## src/hw/gpm_params.svh

```systemverilog
`ifndef GPM_PARAMS_SVH
`define GPM_PARAMS_SVH

// ----------------------------------------------------------------
// Register offsets
// ----------------------------------------------------------------
`define GPM_ADDR_DIR 16'h006E
`define GPM_ADDR_ISEL_B2 16'h006F
`define GPM_ADDR_ISEL_B1 16'h0070
`define GPM_ADDR_ISEL_B0 16'h0071
`define GPM_ADDR_OSEL_B2 16'h0072
`define GPM_ADDR_OSEL_B1 16'h0073
`define GPM_ADDR_OSEL_B0 16'h0074
`define GPM_ADDR_GAP 16'h0075
`define GPM_ADDR_OUT_VAL 16'h0076
`define GPM_ADDR_IN_VAL 16'h0077

// ----------------------------------------------------------------
// Reset values
// ----------------------------------------------------------------
`define GPM_RST_DIR 8'h00
`define GPM_RST_ISEL 8'h00
`define GPM_RST_OUT_VAL 8'h00
`define GPM_RST_RDATA 8'h00
`define GPM_RST_PINS 8'h00
`define GPM_RST_CLK_EN 5'h1F
`define GPM_RST_CTRL 5'h00

// ----------------------------------------------------------------
// Field values
// ----------------------------------------------------------------
`define GPM_DIR_INPUT 1'b0
`define GPM_ISEL_PLAIN 3'h0
`define GPM_ISEL_OUT_EN 3'h1
`define GPM_ISEL_REF_SEL 3'h5
`define GPM_PIN_COUNT 8
`define GPM_OE_PIN_COUNT 5

`endif

```

## src/hw/gpm_pkg.sv

```systemverilog
package gpm_pkg;
    typedef logic [7:0] gpm_byte_t;
    typedef logic [15:0] gpm_addr_t;
    typedef logic [2:0] gpm_sel_t;
    typedef logic [4:0] gpm_clk_vec_t;
endpackage

```

## src/hw/gpm_pin_sync.sv

```systemverilog
`timescale 1ns/10ps
`default_nettype none
`include "gpm_params.svh"

module gpm_pin_sync (
    input wire logic ref_clk_in,
    input wire logic reset_n_in,
    input wire gpm_pkg::gpm_byte_t pins_in,
    output gpm_pkg::gpm_byte_t level_out
);
    import gpm_pkg::*;

    // ----------------------------------------------------------------
    // Three-stage capture
    // ----------------------------------------------------------------
    // First stage feeds only the second; metastability stays contained
    gpm_byte_t stage1_q;
    gpm_byte_t stage2_q;
    gpm_byte_t stage3_q;
    gpm_byte_t level_q;
    gpm_byte_t level_d;
    gpm_byte_t agree;

    assign agree = ~(stage2_q ^ stage3_q);
    assign level_d = (agree & stage3_q) | (~agree & level_q);
    assign level_out = level_q;

    always_ff @(posedge ref_clk_in or negedge reset_n_in) begin
        if (!reset_n_in) begin
            stage1_q <= `GPM_RST_PINS;
            stage2_q <= `GPM_RST_PINS;
            stage3_q <= `GPM_RST_PINS;
            level_q <= `GPM_RST_PINS;
        end else begin
            stage1_q <= pins_in;
            stage2_q <= stage1_q;
            stage3_q <= stage2_q;
            level_q <= level_d;
        end
    end
endmodule

`default_nettype wire

```

## src/hw/gpm_pin_function_mux.sv

```systemverilog
// Functional notes
// RL1: An eight-bit read-write direction field holds one bit per pin and resets to zero.
// RL2: A pin's input function select acts only while its direction bit makes it an input.
// RL3: Each input select is a 3-bit read-write field reset to zero; code zero shows the pin level in the input-value bit.
// RL4: Pin 0 as input with code one drives the output-enable of clock output 0.
// RL5: Codes two to seven of pin 0's select are reserved and do nothing.
// RL6: Pin 2 as input with code one drives the output-enable of clock output 2.
// RL7: Pin 2 with code five drives bit 0 of the first PLL's manual reference select.
// RL8: Pin 3 as input with code one drives the output-enable of clock output 3.
// RL9: Pin 3 with code five drives bit 0 of the second PLL's manual reference select; codes 2, 3, 4, 6, 7 are reserved.
// RL10: A pin in output mode is driven from its bit of the output-value register.
// RL11: Pins 1 and 4 behave like pin 0: code zero plain input, code one output-enable, others reserved.
// RL12: Direction zero means input, so after reset every pin is a plain input.
`timescale 1ns/10ps
`default_nettype none
`include "gpm_params.svh"

module gpm_pin_function_mux (
    input wire logic ref_clk_in,
    input wire logic reset_n_in,
    input wire gpm_pkg::gpm_addr_t reg_addr_in,
    input wire logic reg_wr_en_in,
    input wire gpm_pkg::gpm_byte_t reg_wr_data_in,
    input wire logic reg_rd_en_in,
    output gpm_pkg::gpm_byte_t reg_rd_data_out,
    output logic reg_rd_valid_out,
    input wire gpm_pkg::gpm_byte_t gpio_pins_in,
    output gpm_pkg::gpm_byte_t gpio_pins_out,
    output gpm_pkg::gpm_byte_t gpio_pins_oe_out,
    output gpm_pkg::gpm_clk_vec_t clock_output_enable_out,
    output gpm_pkg::gpm_clk_vec_t clock_output_pin_ctrl_out,
    output logic first_pll_manual_ref_select_out,
    output logic first_pll_manual_ref_ctrl_out,
    output logic second_pll_manual_ref_select_out,
    output logic second_pll_manual_ref_ctrl_out
);
    import gpm_pkg::*;

    // ----------------------------------------------------------------
    // Helpers
    // ----------------------------------------------------------------
    // Select code of one pin from the three bit-plane registers
    function automatic gpm_sel_t sel_of(input gpm_byte_t b2, input gpm_byte_t b1,
                                        input gpm_byte_t b0, input int unsigned idx);
        gpm_sel_t code;
        code = {b2[idx[2:0]], b1[idx[2:0]], b0[idx[2:0]]};
        return code;
    endfunction

    // True when the pin is an input and its select holds the given code
    function automatic logic func_active(input logic dir_bit, input gpm_sel_t code,
                                         input gpm_sel_t want);
        logic hit;
        hit = (dir_bit == `GPM_DIR_INPUT) && (code == want);
        return hit;
    endfunction

    // ----------------------------------------------------------------
    // Register storage
    // ----------------------------------------------------------------
    gpm_byte_t dir_q;
    gpm_byte_t dir_d;
    gpm_byte_t isel_b2_q;
    gpm_byte_t isel_b2_d;
    gpm_byte_t isel_b1_q;
    gpm_byte_t isel_b1_d;
    gpm_byte_t isel_b0_q;
    gpm_byte_t isel_b0_d;
    gpm_byte_t out_val_q;
    gpm_byte_t out_val_d;
    gpm_byte_t rd_data_q;
    gpm_byte_t rd_data_d;
    logic rd_valid_q;

    // ----------------------------------------------------------------
    // Address decode
    // ----------------------------------------------------------------
    wire logic hit_dir;
    wire logic hit_b2;
    wire logic hit_b1;
    wire logic hit_b0;
    wire logic hit_out;
    wire logic hit_in;

    assign hit_dir = (reg_addr_in == `GPM_ADDR_DIR);
    assign hit_b2 = (reg_addr_in == `GPM_ADDR_ISEL_B2);
    assign hit_b1 = (reg_addr_in == `GPM_ADDR_ISEL_B1);
    assign hit_b0 = (reg_addr_in == `GPM_ADDR_ISEL_B0);
    assign hit_out = (reg_addr_in == `GPM_ADDR_OUT_VAL);
    assign hit_in = (reg_addr_in == `GPM_ADDR_IN_VAL);

    // ----------------------------------------------------------------
    // Write path
    // ----------------------------------------------------------------
    assign dir_d = (reg_wr_en_in && hit_dir) ? reg_wr_data_in : dir_q; // [RL1]
    // All three planes store every pin so software reads back what it wrote
    assign isel_b2_d = (reg_wr_en_in && hit_b2) ? reg_wr_data_in : isel_b2_q; // [RL3]
    assign isel_b1_d = (reg_wr_en_in && hit_b1) ? reg_wr_data_in : isel_b1_q; // [RL3]
    assign isel_b0_d = (reg_wr_en_in && hit_b0) ? reg_wr_data_in : isel_b0_q; // [RL3]
    assign out_val_d = (reg_wr_en_in && hit_out) ? reg_wr_data_in : out_val_q;

    always_ff @(posedge ref_clk_in or negedge reset_n_in) begin
        if (!reset_n_in) begin
            dir_q <= `GPM_RST_DIR; // [RL1] [RL12]
        end else begin
            dir_q <= dir_d;
        end
    end

    always_ff @(posedge ref_clk_in or negedge reset_n_in) begin
        if (!reset_n_in) begin
            isel_b2_q <= `GPM_RST_ISEL; // [RL3]
        end else begin
            isel_b2_q <= isel_b2_d;
        end
    end

    always_ff @(posedge ref_clk_in or negedge reset_n_in) begin
        if (!reset_n_in) begin
            isel_b1_q <= `GPM_RST_ISEL; // [RL3]
        end else begin
            isel_b1_q <= isel_b1_d;
        end
    end

    always_ff @(posedge ref_clk_in or negedge reset_n_in) begin
        if (!reset_n_in) begin
            isel_b0_q <= `GPM_RST_ISEL; // [RL3]
        end else begin
            isel_b0_q <= isel_b0_d;
        end
    end

    always_ff @(posedge ref_clk_in or negedge reset_n_in) begin
        if (!reset_n_in) begin
            out_val_q <= `GPM_RST_OUT_VAL;
        end else begin
            out_val_q <= out_val_d;
        end
    end

    // ----------------------------------------------------------------
    // Pin capture
    // ----------------------------------------------------------------
    gpm_byte_t pin_level;

    gpm_pin_sync u_pin_sync (
        .ref_clk_in(ref_clk_in),
        .reset_n_in(reset_n_in),
        .pins_in(gpio_pins_in),
        .level_out(pin_level)
    );

    // ----------------------------------------------------------------
    // Per-pin select codes
    // ----------------------------------------------------------------
    gpm_sel_t sel0;
    gpm_sel_t sel1;
    gpm_sel_t sel2;
    gpm_sel_t sel3;
    gpm_sel_t sel4;

    assign sel0 = sel_of(isel_b2_q, isel_b1_q, isel_b0_q, 0);
    assign sel1 = sel_of(isel_b2_q, isel_b1_q, isel_b0_q, 1);
    assign sel2 = sel_of(isel_b2_q, isel_b1_q, isel_b0_q, 2);
    assign sel3 = sel_of(isel_b2_q, isel_b1_q, isel_b0_q, 3);
    assign sel4 = sel_of(isel_b2_q, isel_b1_q, isel_b0_q, 4);

    // ----------------------------------------------------------------
    // Input function decode
    // ----------------------------------------------------------------
    // Reserved codes fall through every compare below and steer nothing
    gpm_clk_vec_t oe_ctrl;
    gpm_clk_vec_t oe_ctrl_d;
    gpm_clk_vec_t clk_en_d;
    wire logic ref0_ctrl;
    wire logic ref1_ctrl;

    assign oe_ctrl[0] = func_active(dir_q[0], sel0, `GPM_ISEL_OUT_EN); // [RL2] [RL4] [RL5]
    assign oe_ctrl[1] = func_active(dir_q[1], sel1, `GPM_ISEL_OUT_EN); // [RL2] [RL11]
    assign oe_ctrl[2] = func_active(dir_q[2], sel2, `GPM_ISEL_OUT_EN); // [RL2] [RL6]
    assign oe_ctrl[3] = func_active(dir_q[3], sel3, `GPM_ISEL_OUT_EN); // [RL2] [RL8] [RL9]
    assign oe_ctrl[4] = func_active(dir_q[4], sel4, `GPM_ISEL_OUT_EN); // [RL2] [RL11]
    assign ref0_ctrl = func_active(dir_q[2], sel2, `GPM_ISEL_REF_SEL); // [RL2] [RL7]
    assign ref1_ctrl = func_active(dir_q[3], sel3, `GPM_ISEL_REF_SEL); // [RL2] [RL9]

    assign oe_ctrl_d = oe_ctrl;
    // Clock outputs not under pin control stay enabled
    assign clk_en_d = (oe_ctrl & pin_level[4:0]) | ~oe_ctrl; // [RL4] [RL6] [RL8] [RL11]

    // ----------------------------------------------------------------
    // Function outputs
    // ----------------------------------------------------------------
    gpm_clk_vec_t clk_en_q;
    gpm_clk_vec_t oe_ctrl_q;
    logic ref0_sel_q;
    logic ref0_sel_d;
    logic ref0_ctrl_q;
    logic ref1_sel_q;
    logic ref1_sel_d;
    logic ref1_ctrl_q;

    // Last value held when the pin hands back control, avoids a glitch
    assign ref0_sel_d = ref0_ctrl ? pin_level[2] : ref0_sel_q; // [RL7]
    assign ref1_sel_d = ref1_ctrl ? pin_level[3] : ref1_sel_q; // [RL9]

    always_ff @(posedge ref_clk_in or negedge reset_n_in) begin
        if (!reset_n_in) begin
            clk_en_q <= `GPM_RST_CLK_EN;
            oe_ctrl_q <= `GPM_RST_CTRL;
        end else begin
            clk_en_q <= clk_en_d;
            oe_ctrl_q <= oe_ctrl_d;
        end
    end

    always_ff @(posedge ref_clk_in or negedge reset_n_in) begin
        if (!reset_n_in) begin
            ref0_sel_q <= 1'b0;
            ref0_ctrl_q <= 1'b0;
        end else begin
            ref0_sel_q <= ref0_sel_d;
            ref0_ctrl_q <= ref0_ctrl;
        end
    end

    always_ff @(posedge ref_clk_in or negedge reset_n_in) begin
        if (!reset_n_in) begin
            ref1_sel_q <= 1'b0;
            ref1_ctrl_q <= 1'b0;
        end else begin
            ref1_sel_q <= ref1_sel_d;
            ref1_ctrl_q <= ref1_ctrl;
        end
    end

    assign clock_output_enable_out = clk_en_q;
    assign clock_output_pin_ctrl_out = oe_ctrl_q;
    assign first_pll_manual_ref_select_out = ref0_sel_q;
    assign first_pll_manual_ref_ctrl_out = ref0_ctrl_q;
    assign second_pll_manual_ref_select_out = ref1_sel_q;
    assign second_pll_manual_ref_ctrl_out = ref1_ctrl_q;

    // ----------------------------------------------------------------
    // Pin drivers
    // ----------------------------------------------------------------
    gpm_byte_t pins_q;
    gpm_byte_t pins_oe_q;
    gpm_byte_t pins_oe_d;

    // Only the plain output function exists, so output mode drives the value bit
    assign pins_oe_d = dir_q; // [RL10] [RL12]

    always_ff @(posedge ref_clk_in or negedge reset_n_in) begin
        if (!reset_n_in) begin
            pins_q <= `GPM_RST_PINS;
        end else begin
            pins_q <= out_val_q; // [RL10]
        end
    end

    always_ff @(posedge ref_clk_in or negedge reset_n_in) begin
        if (!reset_n_in) begin
            pins_oe_q <= `GPM_RST_PINS;
        end else begin
            pins_oe_q <= pins_oe_d;
        end
    end

    assign gpio_pins_out = pins_q;
    assign gpio_pins_oe_out = pins_oe_q;

    // ----------------------------------------------------------------
    // Read path
    // ----------------------------------------------------------------
    // Input values show every pin's filtered level whatever its function
    gpm_byte_t rd_mux;

    assign rd_mux = hit_dir ? dir_q :
                    hit_b2 ? isel_b2_q :
                    hit_b1 ? isel_b1_q :
                    hit_b0 ? isel_b0_q :
                    hit_out ? out_val_q :
                    hit_in ? pin_level : // [RL3]
                    `GPM_RST_RDATA;
    assign rd_data_d = reg_rd_en_in ? rd_mux : rd_data_q;

    always_ff @(posedge ref_clk_in or negedge reset_n_in) begin
        if (!reset_n_in) begin
            rd_data_q <= `GPM_RST_RDATA;
        end else begin
            rd_data_q <= rd_data_d;
        end
    end

    always_ff @(posedge ref_clk_in or negedge reset_n_in) begin
        if (!reset_n_in) begin
            rd_valid_q <= 1'b0;
        end else begin
            rd_valid_q <= reg_rd_en_in;
        end
    end

    assign reg_rd_data_out = rd_data_q;
    assign reg_rd_valid_out = rd_valid_q;
endmodule

`default_nettype wire

```

## config.mk

```make
export PLATFORM = sky130hd
export DESIGN_NAME = gpm_pin_function_mux
export DESIGN_NICKNAME = d
export VERILOG_FILES = /design/src/hw/gpm_pkg.sv /design/src/hw/gpm_pin_sync.sv /design/src/hw/gpm_pin_function_mux.sv
export VERILOG_INCLUDE_DIRS = /design/src /design/src/hw
export SDC_FILE = /design/constraint.sdc
export NUM_CORES = 1
export LEC_CHECK = 0
export BUFFER_PORTS_ARGS = -buffer_cell sky130_fd_sc_hd__clkbuf_2
export CORE_UTILIZATION = 55
export DETAILED_ROUTE_END_ITERATION = 10
export PLACE_DENSITY = 0.84
export SETUP_SLACK_MARGIN = 0.02
export SYNTH_ARGS = -nofsm -noshare
export SYNTH_HDL_FRONTEND = slang
export SYNTH_SLANG_ARGS = --single-unit
```

## constraint.sdc

```tcl
create_clock -name ref_clk_in -period 1.63 [get_ports ref_clk_in]
set_clock_uncertainty 0.2 [all_clocks]
set_input_delay 0.163 -clock ref_clk_in [delete_from_list [all_inputs] [get_ports ref_clk_in]]
set_output_delay 0.163 -clock ref_clk_in [all_outputs]
set_load 0.05 [all_outputs]
```

==> impl_metrics.py, run 1 <==
metrics = {
    "global_routing": {
        "grtUsageTotal": 0.276,
        "grt_max_degree": 44,
        "grt_pass1_wl_mm": 15.7,
        "grt_pass1_vias": 3050,
        "antenna_found_initial": 0,
        "grt.overflow.total": 0,
    },
    "layout": {
        "drive_gt1_frac": 0.507,
        "diodes": 0,
        "finalNonFillerCells": 511,
        "syn2layout_area_growth_pct": 35.4,
        "nets": 443,
        "final_common_cell": "dfrtp_1",
        "final_util": 0.774,
        "layout_common_cells": "dfrtp_1, clkbuf_2, mux2_4",
    },
    "floorplan": {
        "fp.dieW_um": 89.0,
        "io_pins": 75,
        "rows": 31,
        "die_area_um2": 7930,
        "start_util": 0.571,
        "die_h_um": 89.0,
        "core_um2": 7290,
    },
    "worst_setup_path": {
        "cpMostUsedCell": "or4_4",
        "reg2reg_from": "isel_b2_q[3]",
        "critPathKind": "in -> reg",
        "reg2reg_depth": 3,
        "reg2reg_slack_ns": 0.11,
        "cpMaxStageDelayCell": "or4_4",
        "critPathMaxStageDelay_ns": 0.63,
        "startpoint_type": "input pin",
        "critPathLaunch": "reg_addr_in[13]",
        "crit_fanout": 4,
        "critPathTopFamily": "simple AND/OR/NAND/NOR gates",
        "r2r_end": "second_pll_manual_ref_select_out",
        "critPathRequiredTime_ns": 1.69,
        "critPathArrivalTime_ns": 2.13,
        "endpoint_kind": "flop",
        "crit_chain": "clkbuf_2 -> or4_4 -> or4_4 -> nor3_4 -> buf_6 -> mux2_2",
        "cp_num_buf_inv": 2,
    },
    "route": {
        "antenna_left": 0,
        "avgRoutedWirePerCell_um": 20.0,
        "drtIter0Drc": 219,
        "finalWirelength_mm": 10.2,
        "num_vias": 2932,
        "vias_per_cell": 5.74,
        "remaining_drc_errors": 0,
        "dr.pass1.iters": 4,
    },
    "pwr": {
        "p_sw_frac": 0.247,
        "p_seq_frac": 0.579,
        "p_sw_mw": 1.22,
        "vdd_drop_max_uv": 477,
        "power.total_mw": 4.94,
        "clkPwrFrac": 0.335,
        "powerDensity_nw_per_um2": 876,
        "power_frac_comb": 0.087,
        "intPower_mw": 3.72,
        "power.leakage_nw": 2.71,
    },
    "synthesis": {
        "ys_types": 37,
        "synth_seq_cells": 111,
        "syn_area_um2": 4170,
        "yosysWarnings": 0,
        "synth_nets": 312,
        "syn_area_per_cell_um2": 15.1,
        "netlist_instances": 276,
        "yosysSeqAreaShare": 0.668,
    },
    "timing": {
        "fin_tns_setup_ns": -16.68,
        "layout_setup_ws_ns": -0.439,
        "timing.final.crit_period_ns": 2.07,
        "setup_viol": 48,
        "max_freq_mhz": 483,
        "grt_setup_unrepaired": "yes",
        "finalCritPeriodShare": 1.27,
        "max-slew-margin-rel": 0.611,
        "slew_viol_final": 0,
        "worstMarginPinSlew_ns": 0.583,
        "hold_viol": 0,
    },
    "placement": {
        "place_ws_ns": -0.858,
        "hpwl_mm": 6.24,
        "dp_cells": 476,
        "gp_congestion": 0.861,
        "port_buffers": 74,
    },
    "clock_tree": {
        "cts.path.max_buffers": 2,
        "cts.sinks": 111,
        "cts-buffers-inserted": 9,
        "cts_max_level": 3,
        "cts_root_buffer": "clkbuf_8",
        "cts_tree": "built",
        "clk-insertion-delay-late_ns": 0.37,
        "path_clk_slew_ns": 0.10,
    },
    "worst_hold_path": {
        "hold_class": "in -> async",
    },
    "outcome": {
        "status": "finished, violations left",
        "violations": "negative setup slack",
    },
    "run": {
        "cap_violations": 0,
    },
}
==> worst max path at each step <==
stage                        end  cells past startpoint  slack (ns)
detailed placement  out_val_q[7]                      7       -0.86
finish              out_val_q[3]                      6       -0.44
global route        out_val_q[2]                      6       -0.45
floorplan           isel_b1_q[0]                      6       -0.82
CTS                 out_val_q[2]                      7       -0.47
global placement    out_val_q[5]                      7       -0.82
==> cells in the mapped netlist <==
| cell | number | area share |
|---|---|---|
| mux2i_1 | 1 | 0.0024 |
| nor4bb_1 | 2 | 0.0048 |
| nor4b_1 | 5 | 0.011 |
| nor3_1 | 1 | 0.0012 |
| and3_1 | 1 | 0.0015 |
| o211a_1 | 1 | 0.0024 |
| nor3b_1 | 2 | 0.0036 |
| o22ai_1 | 1 | 0.0015 |
| mux2_2 | 53 | 0.14 |
| nand2_1 | 11 | 0.0099 |
| a21o_1 | 1 | 0.0018 |
| or2_2 | 1 | 0.0015 |
| nand2b_1 | 14 | 0.021 |
| clkbuf_1 | 8 | 0.0072 |
| maj3_1 | 8 | 0.019 |
| nand3_1 | 1 | 0.0012 |
| a31oi_1 | 8 | 0.012 |
| dfrtp_1 | 106 | 0.64 |
| dfstp_2 | 5 | 0.032 |
| o21ai_0 | 8 | 0.0096 |
| a21boi_0 | 6 | 0.011 |
| nand4_1 | 1 | 0.0015 |
| inv_2 | 1 | 0.00090 |
| nor2_1 | 1 | 0.00090 |
| or4_1 | 4 | 0.0072 |
| nor4_2 | 1 | 0.0030 |
| nor2b_1 | 1 | 0.0015 |
| mux2_1 | 2 | 0.0054 |
| nor4_1 | 4 | 0.0060 |
| buf_2 | 1 | 0.0012 |
| or4b_2 | 1 | 0.0024 |
| nand4b_1 | 2 | 0.0042 |
| inv_1 | 1 | 0.00090 |
| nor2_4 | 1 | 0.0027 |
| nor3_4 | 3 | 0.012 |
| o32ai_1 | 7 | 0.015 |
| nand3b_1 | 1 | 0.0018 |
==> through the flow <==
step / hold WS (ns) / cell area [um^2]
6_report: 0.00410 / 5640
5_1_grt: 0.0414 / 5640
4_1_cts: 0.00208 / 5590
3_5_place_dp: -0.131 / 5030
3_3_place_gp: -0.137 / 5030
2_1_floorplan: -0.333 / 4280
==> power by group through the flow <==
stage                     logic (mW)  clock network [mW]  registers, mW
final                          0.428                1.65           2.86
after floorplan                0.114                   0           2.95
after detailed placement       0.364                   0           2.91
after global placement         0.352                   0           2.91
after CTS                      0.414                1.66           2.86
after global routing           0.461                1.78           2.87
==> cells by family (layout without fill, tap and decap cells) <==
logic type,after synthesis,count (layout),share of synthesized area
AOI/OAI and AO/OA,32,32,0.0529
adders and majority gates,8,8,0.0192
buffers and inverters,11,147,0.0102
DFF,111,111,0.668
muxes,56,56,0.151
and+or+nand+nor,58,58,0.0982
==> registers in the layout (all words and copies together) (netlist names), 8 cells and up, named ones only <==
signal / flops
isel_b0_q: 8
reg_rd_data_out: 8
u_pin_sync.stage1_q: 8
dir_q: 8
gpio_pins_out: 8
isel_b2_q: 8
isel_b1_q: 8
out_val_q: 8
u_pin_sync.stage3_q: 8
gpio_pins_oe_out: 8
u_pin_sync.stage2_q: 8
==> what timing repair did <==
| item | CTS | global route |
|---|---|---|
| buffers inserted | 2 | 2 |
| pin swaps | 2 | 6 |
| hold buffers | 17 | 0 |
| endpoints found under the setup margin | 48 | 49 |
| endpoints found under the hold margin | 156 | 0 |
| gates resized for setup | 42 | 10 |
==> per-layer routing <==
metal  GRT usage  vias to the layer above  part of all wire
li1            -                     1274                 -
met5           0                        -                 0
met4       0.146                        0             0.031
met1       0.356                     1481              0.40
met3      0.0545                       32             0.060
met2       0.448                      145              0.50
==> layout make-up <==
| cell class | count | area (um^2) |
|---|---|---|
| Clock inverter | 6 | 66.3 |
| Inverter | 2 | 7.51 |
| Timing Repair Buffer | 129 | 933 |
| Sequential cell | 111 | 2780 |
| Fill cell | 415 | 1650 |
| Tap cell | 99 | 124 |
| Multi-Input combinational cell | 154 | 1600 |
| Clock buffer | 10 | 128 |
No activity file was read; power rests on OpenSTA's default activity.
==> run 2, diff against run 1 <==
Settings changed: SYNTH_HIERARCHICAL from default to 1.
==> run 2 against run 1 <==
  * The flow finishes with violations (negative hold slack, negative setup slack)
  * Synthesized cell count decreased by 4.3%
  * Via count decreased by 0.48%
  * Wire length increased by 5.8%
  * Setup slack improved by 0.15 ns
  * Critical path depth unchanged
  * Total power increased by 6.6%
  * Core utilization increased by 1.6 points
  * Count of clock-buffer cells in the layout decreased by 1
  * Final cell count decreased by 2.3%
  * Hold slack got worse by 0.0044 ns
  * Clock power increased by 19%
  * Largest cell class unchanged
  * Highest routed layer unchanged
==> impl_metrics.py, run 2 <==
metrics = {
    "layout": {
        "drive_gt1_frac": 0.605,
        "nets": 431,
        "syn2layout_area_growth_pct": 37.7,
        "layout_common_cells": "dfrtp_1, clkbuf_2, mux2_2",
        "diodes": 0,
        "final_common_cell": "dfrtp_1",
        "finalNonFillerCells": 499,
    },
    "global_routing": {
        "antenna_found_initial": 0,
        "grt.overflow.total": 0,
        "grt_pass1_wl_mm": 15.7,
        "grtUsageTotal": 0.279,
        "grt_pass1_vias": 2905,
        "grt_max_degree": 33,
    },
    "synthesis": {
        "ys.flop_type": "dfrtp_1",
        "syn_area_per_cell_um2": 15.8,
        "ys_types": 34,
        "synth_top_cell_by_area": "dfrtp_1",
        "yosysWarnings": 6,
        "synth_top_area_share": 0.634,
        "syn_area_um2": 4180,
        "yosysMostFrequentCell": "dfrtp_1",
        "synthArstFlopShare": 1.00,
        "synth_nets": 300,
        "synth_seq_cells": 111,
        "yosysSeqAreaShare": 0.665,
        "yosys-top-cells-count": "dfrtp_1, mux2_2, a21oi_1",
        "netlist_instances": 264,
        "synth-edff-count": 0,
        "synth_top_cells_by_area": "dfrtp_1, mux2_2, dfstp_2, mux2_4, maj3_2",
    },
    "floorplan": {
        "rows": 31,
        "die_h_um": 89.2,
        "die_area_um2": 7960,
        "io_pins": 75,
        "fp.dieW_um": 89.2,
        "core_um2": 7290,
        "start_util": 0.574,
    },
    "timing": {
        "max-slew-margin-rel": 0.315,
        "timing.hold.ws_ns": -0.000314,
        "slew_viol_final": 0,
        "layout_setup_ws_ns": -0.290,
        "finalCritPeriodShare": 1.18,
        "max_freq_mhz": 521,
        "grt_setup_unrepaired": "yes",
        "worstMarginPinSlew_ns": 1.03,
        "timing.final.crit_period_ns": 1.92,
        "hold_viol": 1,
        "setup_viol": 48,
    },
    "worst_setup_path": {
        "critPathArrivalTime_ns": 1.99,
        "cp_num_buf_inv": 2,
        "crit_chain": "buf_6 -> or4b_4 -> or4_4 -> nor2_4 -> buf_12 -> mux2_4",
        "endpoint_kind": "flop",
        "cpMaxStageDelayCell": "or4_4",
        "startpoint_type": "input pin",
        "reg2reg_slack_ns": 0.08,
        "reg2reg_depth": 2,
        "critPathRequiredTime_ns": 1.70,
        "r2r_end": "first_pll_manual_ref_select_out",
        "reg2reg_from": "isel_b0_q[2]",
        "crit_fanout": 6,
        "critPathMaxStageDelay_ns": 0.59,
        "critPathTopFamily": "simple AND/OR/NAND/NOR gates",
        "critPathKind": "in -> reg",
    },
    "clock_tree": {
        "cts-buffers-inserted": 9,
        "clk-insertion-delay-late_ns": 0.39,
        "cts.path.max_buffers": 2,
        "path_clk_slew_ns": 0.11,
        "cts_root_buffer": "clkbuf_8",
        "cts.sinks": 111,
        "cts_max_level": 3,
        "cts_tree": "built",
    },
    "placement": {
        "dp_cells": 458,
        "port_buffers": 74,
        "gp_congestion": 0.779,
        "place_ws_ns": -0.738,
        "hpwl_mm": 5.95,
    },
    "route": {
        "finalWirelength_mm": 10.8,
        "drtIter0Drc": 184,
        "drt-met1-wl_mm": 4.22,
        "avgRoutedWirePerCell_um": 21.7,
        "antenna_left": 0,
        "wl_met2_mm": 5.55,
        "dr_wl_met3_um": 584,
        "vias_per_cell": 5.85,
        "highest-signal-layer": "met4",
        "remaining_drc_errors": 0,
        "num_vias": 2918,
        "dr.pass1.iters": 4,
    },
    "outcome": {
        "violations": "negative hold slack, negative setup slack",
        "status": "finished, violations left",
    },
    "worst_hold_path": {
        "hold_class": "in -> async",
    },
    "pwr": {
        "power.leakage_nw": 2.77,
        "powerDensity_nw_per_um2": 915,
        "vdd_drop_max_uv": 554,
    },
    "run": {
        "cap_violations": 0,
    },
}
[run 2: worst max path at each step]
stage / from / endpoint / cells after the start
2_1_floorplan: reg_addr_in[10] / isel_b1_q[0] / 5
3_3_place_gp: reg_addr_in[1] / isel_b1_q[5] / 5
3_5_place_dp: reg_addr_in[1] / isel_b0_q[6] / 5
4_1_cts: reg_addr_in[15] / isel_b1_q[3] / 6
5_1_grt: reg_addr_in[2] / isel_b1_q[4] / 6
6_report: reg_addr_in[2] / isel_b1_q[3] / 6
[run 2: metrics by stage]
step	hold slack, ns	cell area (um^2)	total power, mW	TNS [ns]	util
after floorplan	-0.333	4190	3.06	-21.42	-
after global placement	-0.133	4880	3.24	-27.23	0.669
after detailed placement	-0.128	4880	3.26	-28.98	0.669
after CTS	0.00631	5610	5.23	-8.92	0.770
after global routing	0.0455	5760	5.42	-10.17	0.790
final	-0.000314	5760	5.27	-9.71	0.790
[run 2: final cells by class]
cell class | instances | area (um^2)
clock buffers | 9 | 124
fillers | 384 | 1530
multi-input cells | 146 | 1680
repair buffers | 127 | 931
flip-flops and latches | 111 | 2780
clock inverters | 7 | 121
well taps | 99 | 124
[run 2: repair_timing]
action,in CTS,in global routing
hold buffers,18,0
hold endpoints to repair,158,0
pin swaps,16,14
gates resized for setup,44,32
endpoints found under the setup margin,48,42
setup buffers,5,3
[run 2: kinds of logic after synthesis]
| group | synth area share |
|---|---|
| flops | 0.665 |
| mux | 0.163 |
| simple gates | 0.0897 |
| compound gates | 0.0505 |
| fa+ha+maj | 0.0215 |
| buf+inv | 0.00987 |
[run 2: worst register-to-register path, stage by stage, from the launching register on]
cell and delay [ns]:
dfrtp_1 0.44, nor4bb_2 0.41, mux2_2 0.39
[run 2: power breakdown]
group	leakage [nW]	internal [mW]	switching [mW]
Sequential	1.45	2.82	0.0409
Combinational	1.21	0.196	0.258
Clock	0.112	1.02	0.936
Total	2.77	4.03	1.23
[run 2: metal layers]
layer / vias to the layer above / global-route usage
met2: 158 / 0.456
met5: - / 0
li1: 1232 / -
met1: 1485 / 0.347
met4: 0 / 0.167
met3: 43 / 0.0563
==> run 3, diff against run 2 <==
Settings changed: SETUP_SLACK_MARGIN 0.02 to default.
==> run 3 against run 2 <==
  * The run ends with negative setup slack left
  * Largest cell class unchanged
  * Sequential cell count unchanged
  * Count of clock-buffer cells in the layout unchanged
  * Core utilization about the same
  * Critical path depth unchanged
  * Setup slack worse by 0.015 ns
  * Total power about the same
  * Sequential power about the same
  * Die area unchanged
  * Highest routed layer unchanged
  * Global-route usage unchanged
  * Combinational power up 1%
  * Sequential share of layout area about the same
  * First-iteration DRC count down 5.4%
==> impl_metrics.py, run 3 (synthesis gave the netlist of run 2 again) <==
metrics = {
    "timing": {
        "worstMarginPinSlew_ns": 1.04,
        "hold_viol": 0,
        "max-slew-margin-rel": 0.308,
        "fin_tns_setup_ns": -10.82,
        "grt_setup_unrepaired": "yes",
        "timing.final.crit_period_ns": 1.93,
        "finalCritPeriodShare": 1.19,
        "setup_viol": 48,
        "slew_viol_final": 0,
        "timing.hold.ws_ns": 0.00414,
        "layout_setup_ws_ns": -0.304,
        "max_freq_mhz": 517,
    },
    "worst_setup_path": {
        "critPathKind": "in -> reg",
        "critPathTopFamily": "simple AND/OR/NAND/NOR gates",
        "cp_num_buf_inv": 2,
        "cpMaxStageDelayCell": "or4_4",
        "crit_fanout": 6,
        "critPathRequiredTime_ns": 1.70,
        "critPathMaxStageDelay_ns": 0.59,
        "endpoint_kind": "flop",
        "crit_chain": "buf_6 -> or4b_4 -> or4_4 -> nor2_4 -> buf_12 -> mux2_4",
        "startpoint_type": "input pin",
        "critPathArrivalTime_ns": 2.01,
    },
    "floorplan": {
        "start_util": 0.574,
        "core_um2": 7290,
        "die_area_um2": 7960,
        "fp.dieW_um": 89.2,
        "io_pins": 75,
        "die_h_um": 89.2,
        "rows": 31,
    },
    "layout": {
        "finalNonFillerCells": 499,
        "drive_gt1_frac": 0.603,
        "final_common_cell": "dfrtp_1",
        "nets": 431,
        "diodes": 0,
        "syn2layout_area_growth_pct": 37.7,
        "layout_common_cells": "dfrtp_1, clkbuf_2, mux2_2",
    },
    "route": {
        "num_vias": 2936,
        "highest-signal-layer": "met4",
        "avgRoutedWirePerCell_um": 22.7,
        "drt-met1-wl_mm": 4.26,
        "dr_wl_met3_um": 734,
        "antenna_left": 0,
        "wl_met2_mm": 5.67,
        "vias_per_cell": 5.88,
        "remaining_drc_errors": 0,
        "finalWirelength_mm": 11.3,
        "drtIter0Drc": 174,
        "dr.pass1.iters": 4,
    },
    "clock_tree": {
        "cts_max_level": 3,
        "cts.sinks": 111,
        "cts_tree": "built",
        "clk-insertion-delay-late_ns": 0.38,
        "cts-buffers-inserted": 9,
        "cts_root_buffer": "clkbuf_8",
        "cts.path.max_buffers": 2,
        "path_clk_slew_ns": 0.10,
    },
    "worst_hold_path": {
        "hold_class": "in -> async",
    },
    "run": {
        "cap_violations": 0,
    },
    "global_routing": {
        "grtUsageTotal": 0.279,
        "grt_pass1_vias": 2903,
        "grt_max_degree": 33,
        "antenna_found_initial": 0,
        "grt.overflow.total": 0,
        "grt_pass1_wl_mm": 15.7,
    },
    "outcome": {
        "status": "finished, violations left",
        "violations": "negative setup slack",
    },
    "pwr": {
        "power.leakage_nw": 2.77,
        "vdd_drop_max_uv": 554,
        "powerDensity_nw_per_um2": 915,
        "power.total_mw": 5.27,
    },
    "placement": {
        "hpwl_mm": 5.95,
        "gp_congestion": 0.779,
        "port_buffers": 74,
        "dp_cells": 458,
        "place_ws_ns": -0.738,
    },
}
run 3: cell types whose count changed in the layout (fill, tap and decap cells not counted):
| cell | previous run | this run |
|---|---|---|
| mux2_2 | 33 | 32 |
| buf_4 | 22 | 21 |
| nor4bb_1 | 0 | 1 |
| mux2_4 | 24 | 25 |
| nor4bb_2 | 2 | 1 |
| buf_6 | 8 | 9 |
run 3: path summary, 6_finish.rpt:
check	from	endpoint	slack, ns	cells after the start
worst max-delay path	reg_addr_in[2]	isel_b1_q[3]	-0.30	6
worst min-delay path	reset_n_in	second_pll_manual_ref_ctrl_out	0.004	2
worst max register to register	isel_b1_q[3]	second_pll_manual_ref_select_out	0.07	2
worst min register to register	u_pin_sync/stage1_q[5]	u_pin_sync/stage2_q[5]	0.16	0
max in group asynchronous	reset_n_in	clock_output_enable_out[0]	0.62	3
min in group ref_clk_in	reg_rd_en_in	reg_rd_data_out[6]	0.12	4
run 3: final cells by class:
| cell class | count | area [um^2] |
|---|---|---|
| tap | 99 | 124 |
| multi-input combinational | 146 | 1670 |
| clock inverter | 7 | 121 |
| timing repair buffer | 127 | 935 |
| fill | 386 | 1530 |
| clock buffer | 9 | 124 |
| sequential | 111 | 2780 |
run 3: per-stage QoR:
stage                     utilization  instance area [um^2]
final                           0.790                  5760
after global routing            0.790                  5760
after CTS                       0.770                  5610
after detailed placement        0.669                  4880
after global placement          0.669                  4880
after floorplan                     -                  4190
run 3: power by group:
| group | switching (mW) | leakage [nW] | internal [mW] |
|---|---|---|---|
| sequential | 0.0419 | 1.45 | 2.82 |
| combinational | 0.263 | 1.22 | 0.196 |
| clock | 0.934 | 0.112 | 1.02 |
| total | 1.24 | 2.77 | 4.04 |
run 3: repair_timing:
item / in CTS / in global routing
resized for setup: 44 / 33
gates cloned: 0 / 0
hold buffers: 18 / 0
pin swaps: 15 / 15
setup buffers: 5 / 3
endpoints found under the setup margin: 48 / 49
hold endpoints to repair: 158 / 0
run 3: layer usage:
layer,vias up,GRT usage
li1,1229,-
met3,66,0.0563
met1,1474,0.347
met5,-,0
met4,0,0.167
met2,167,0.456
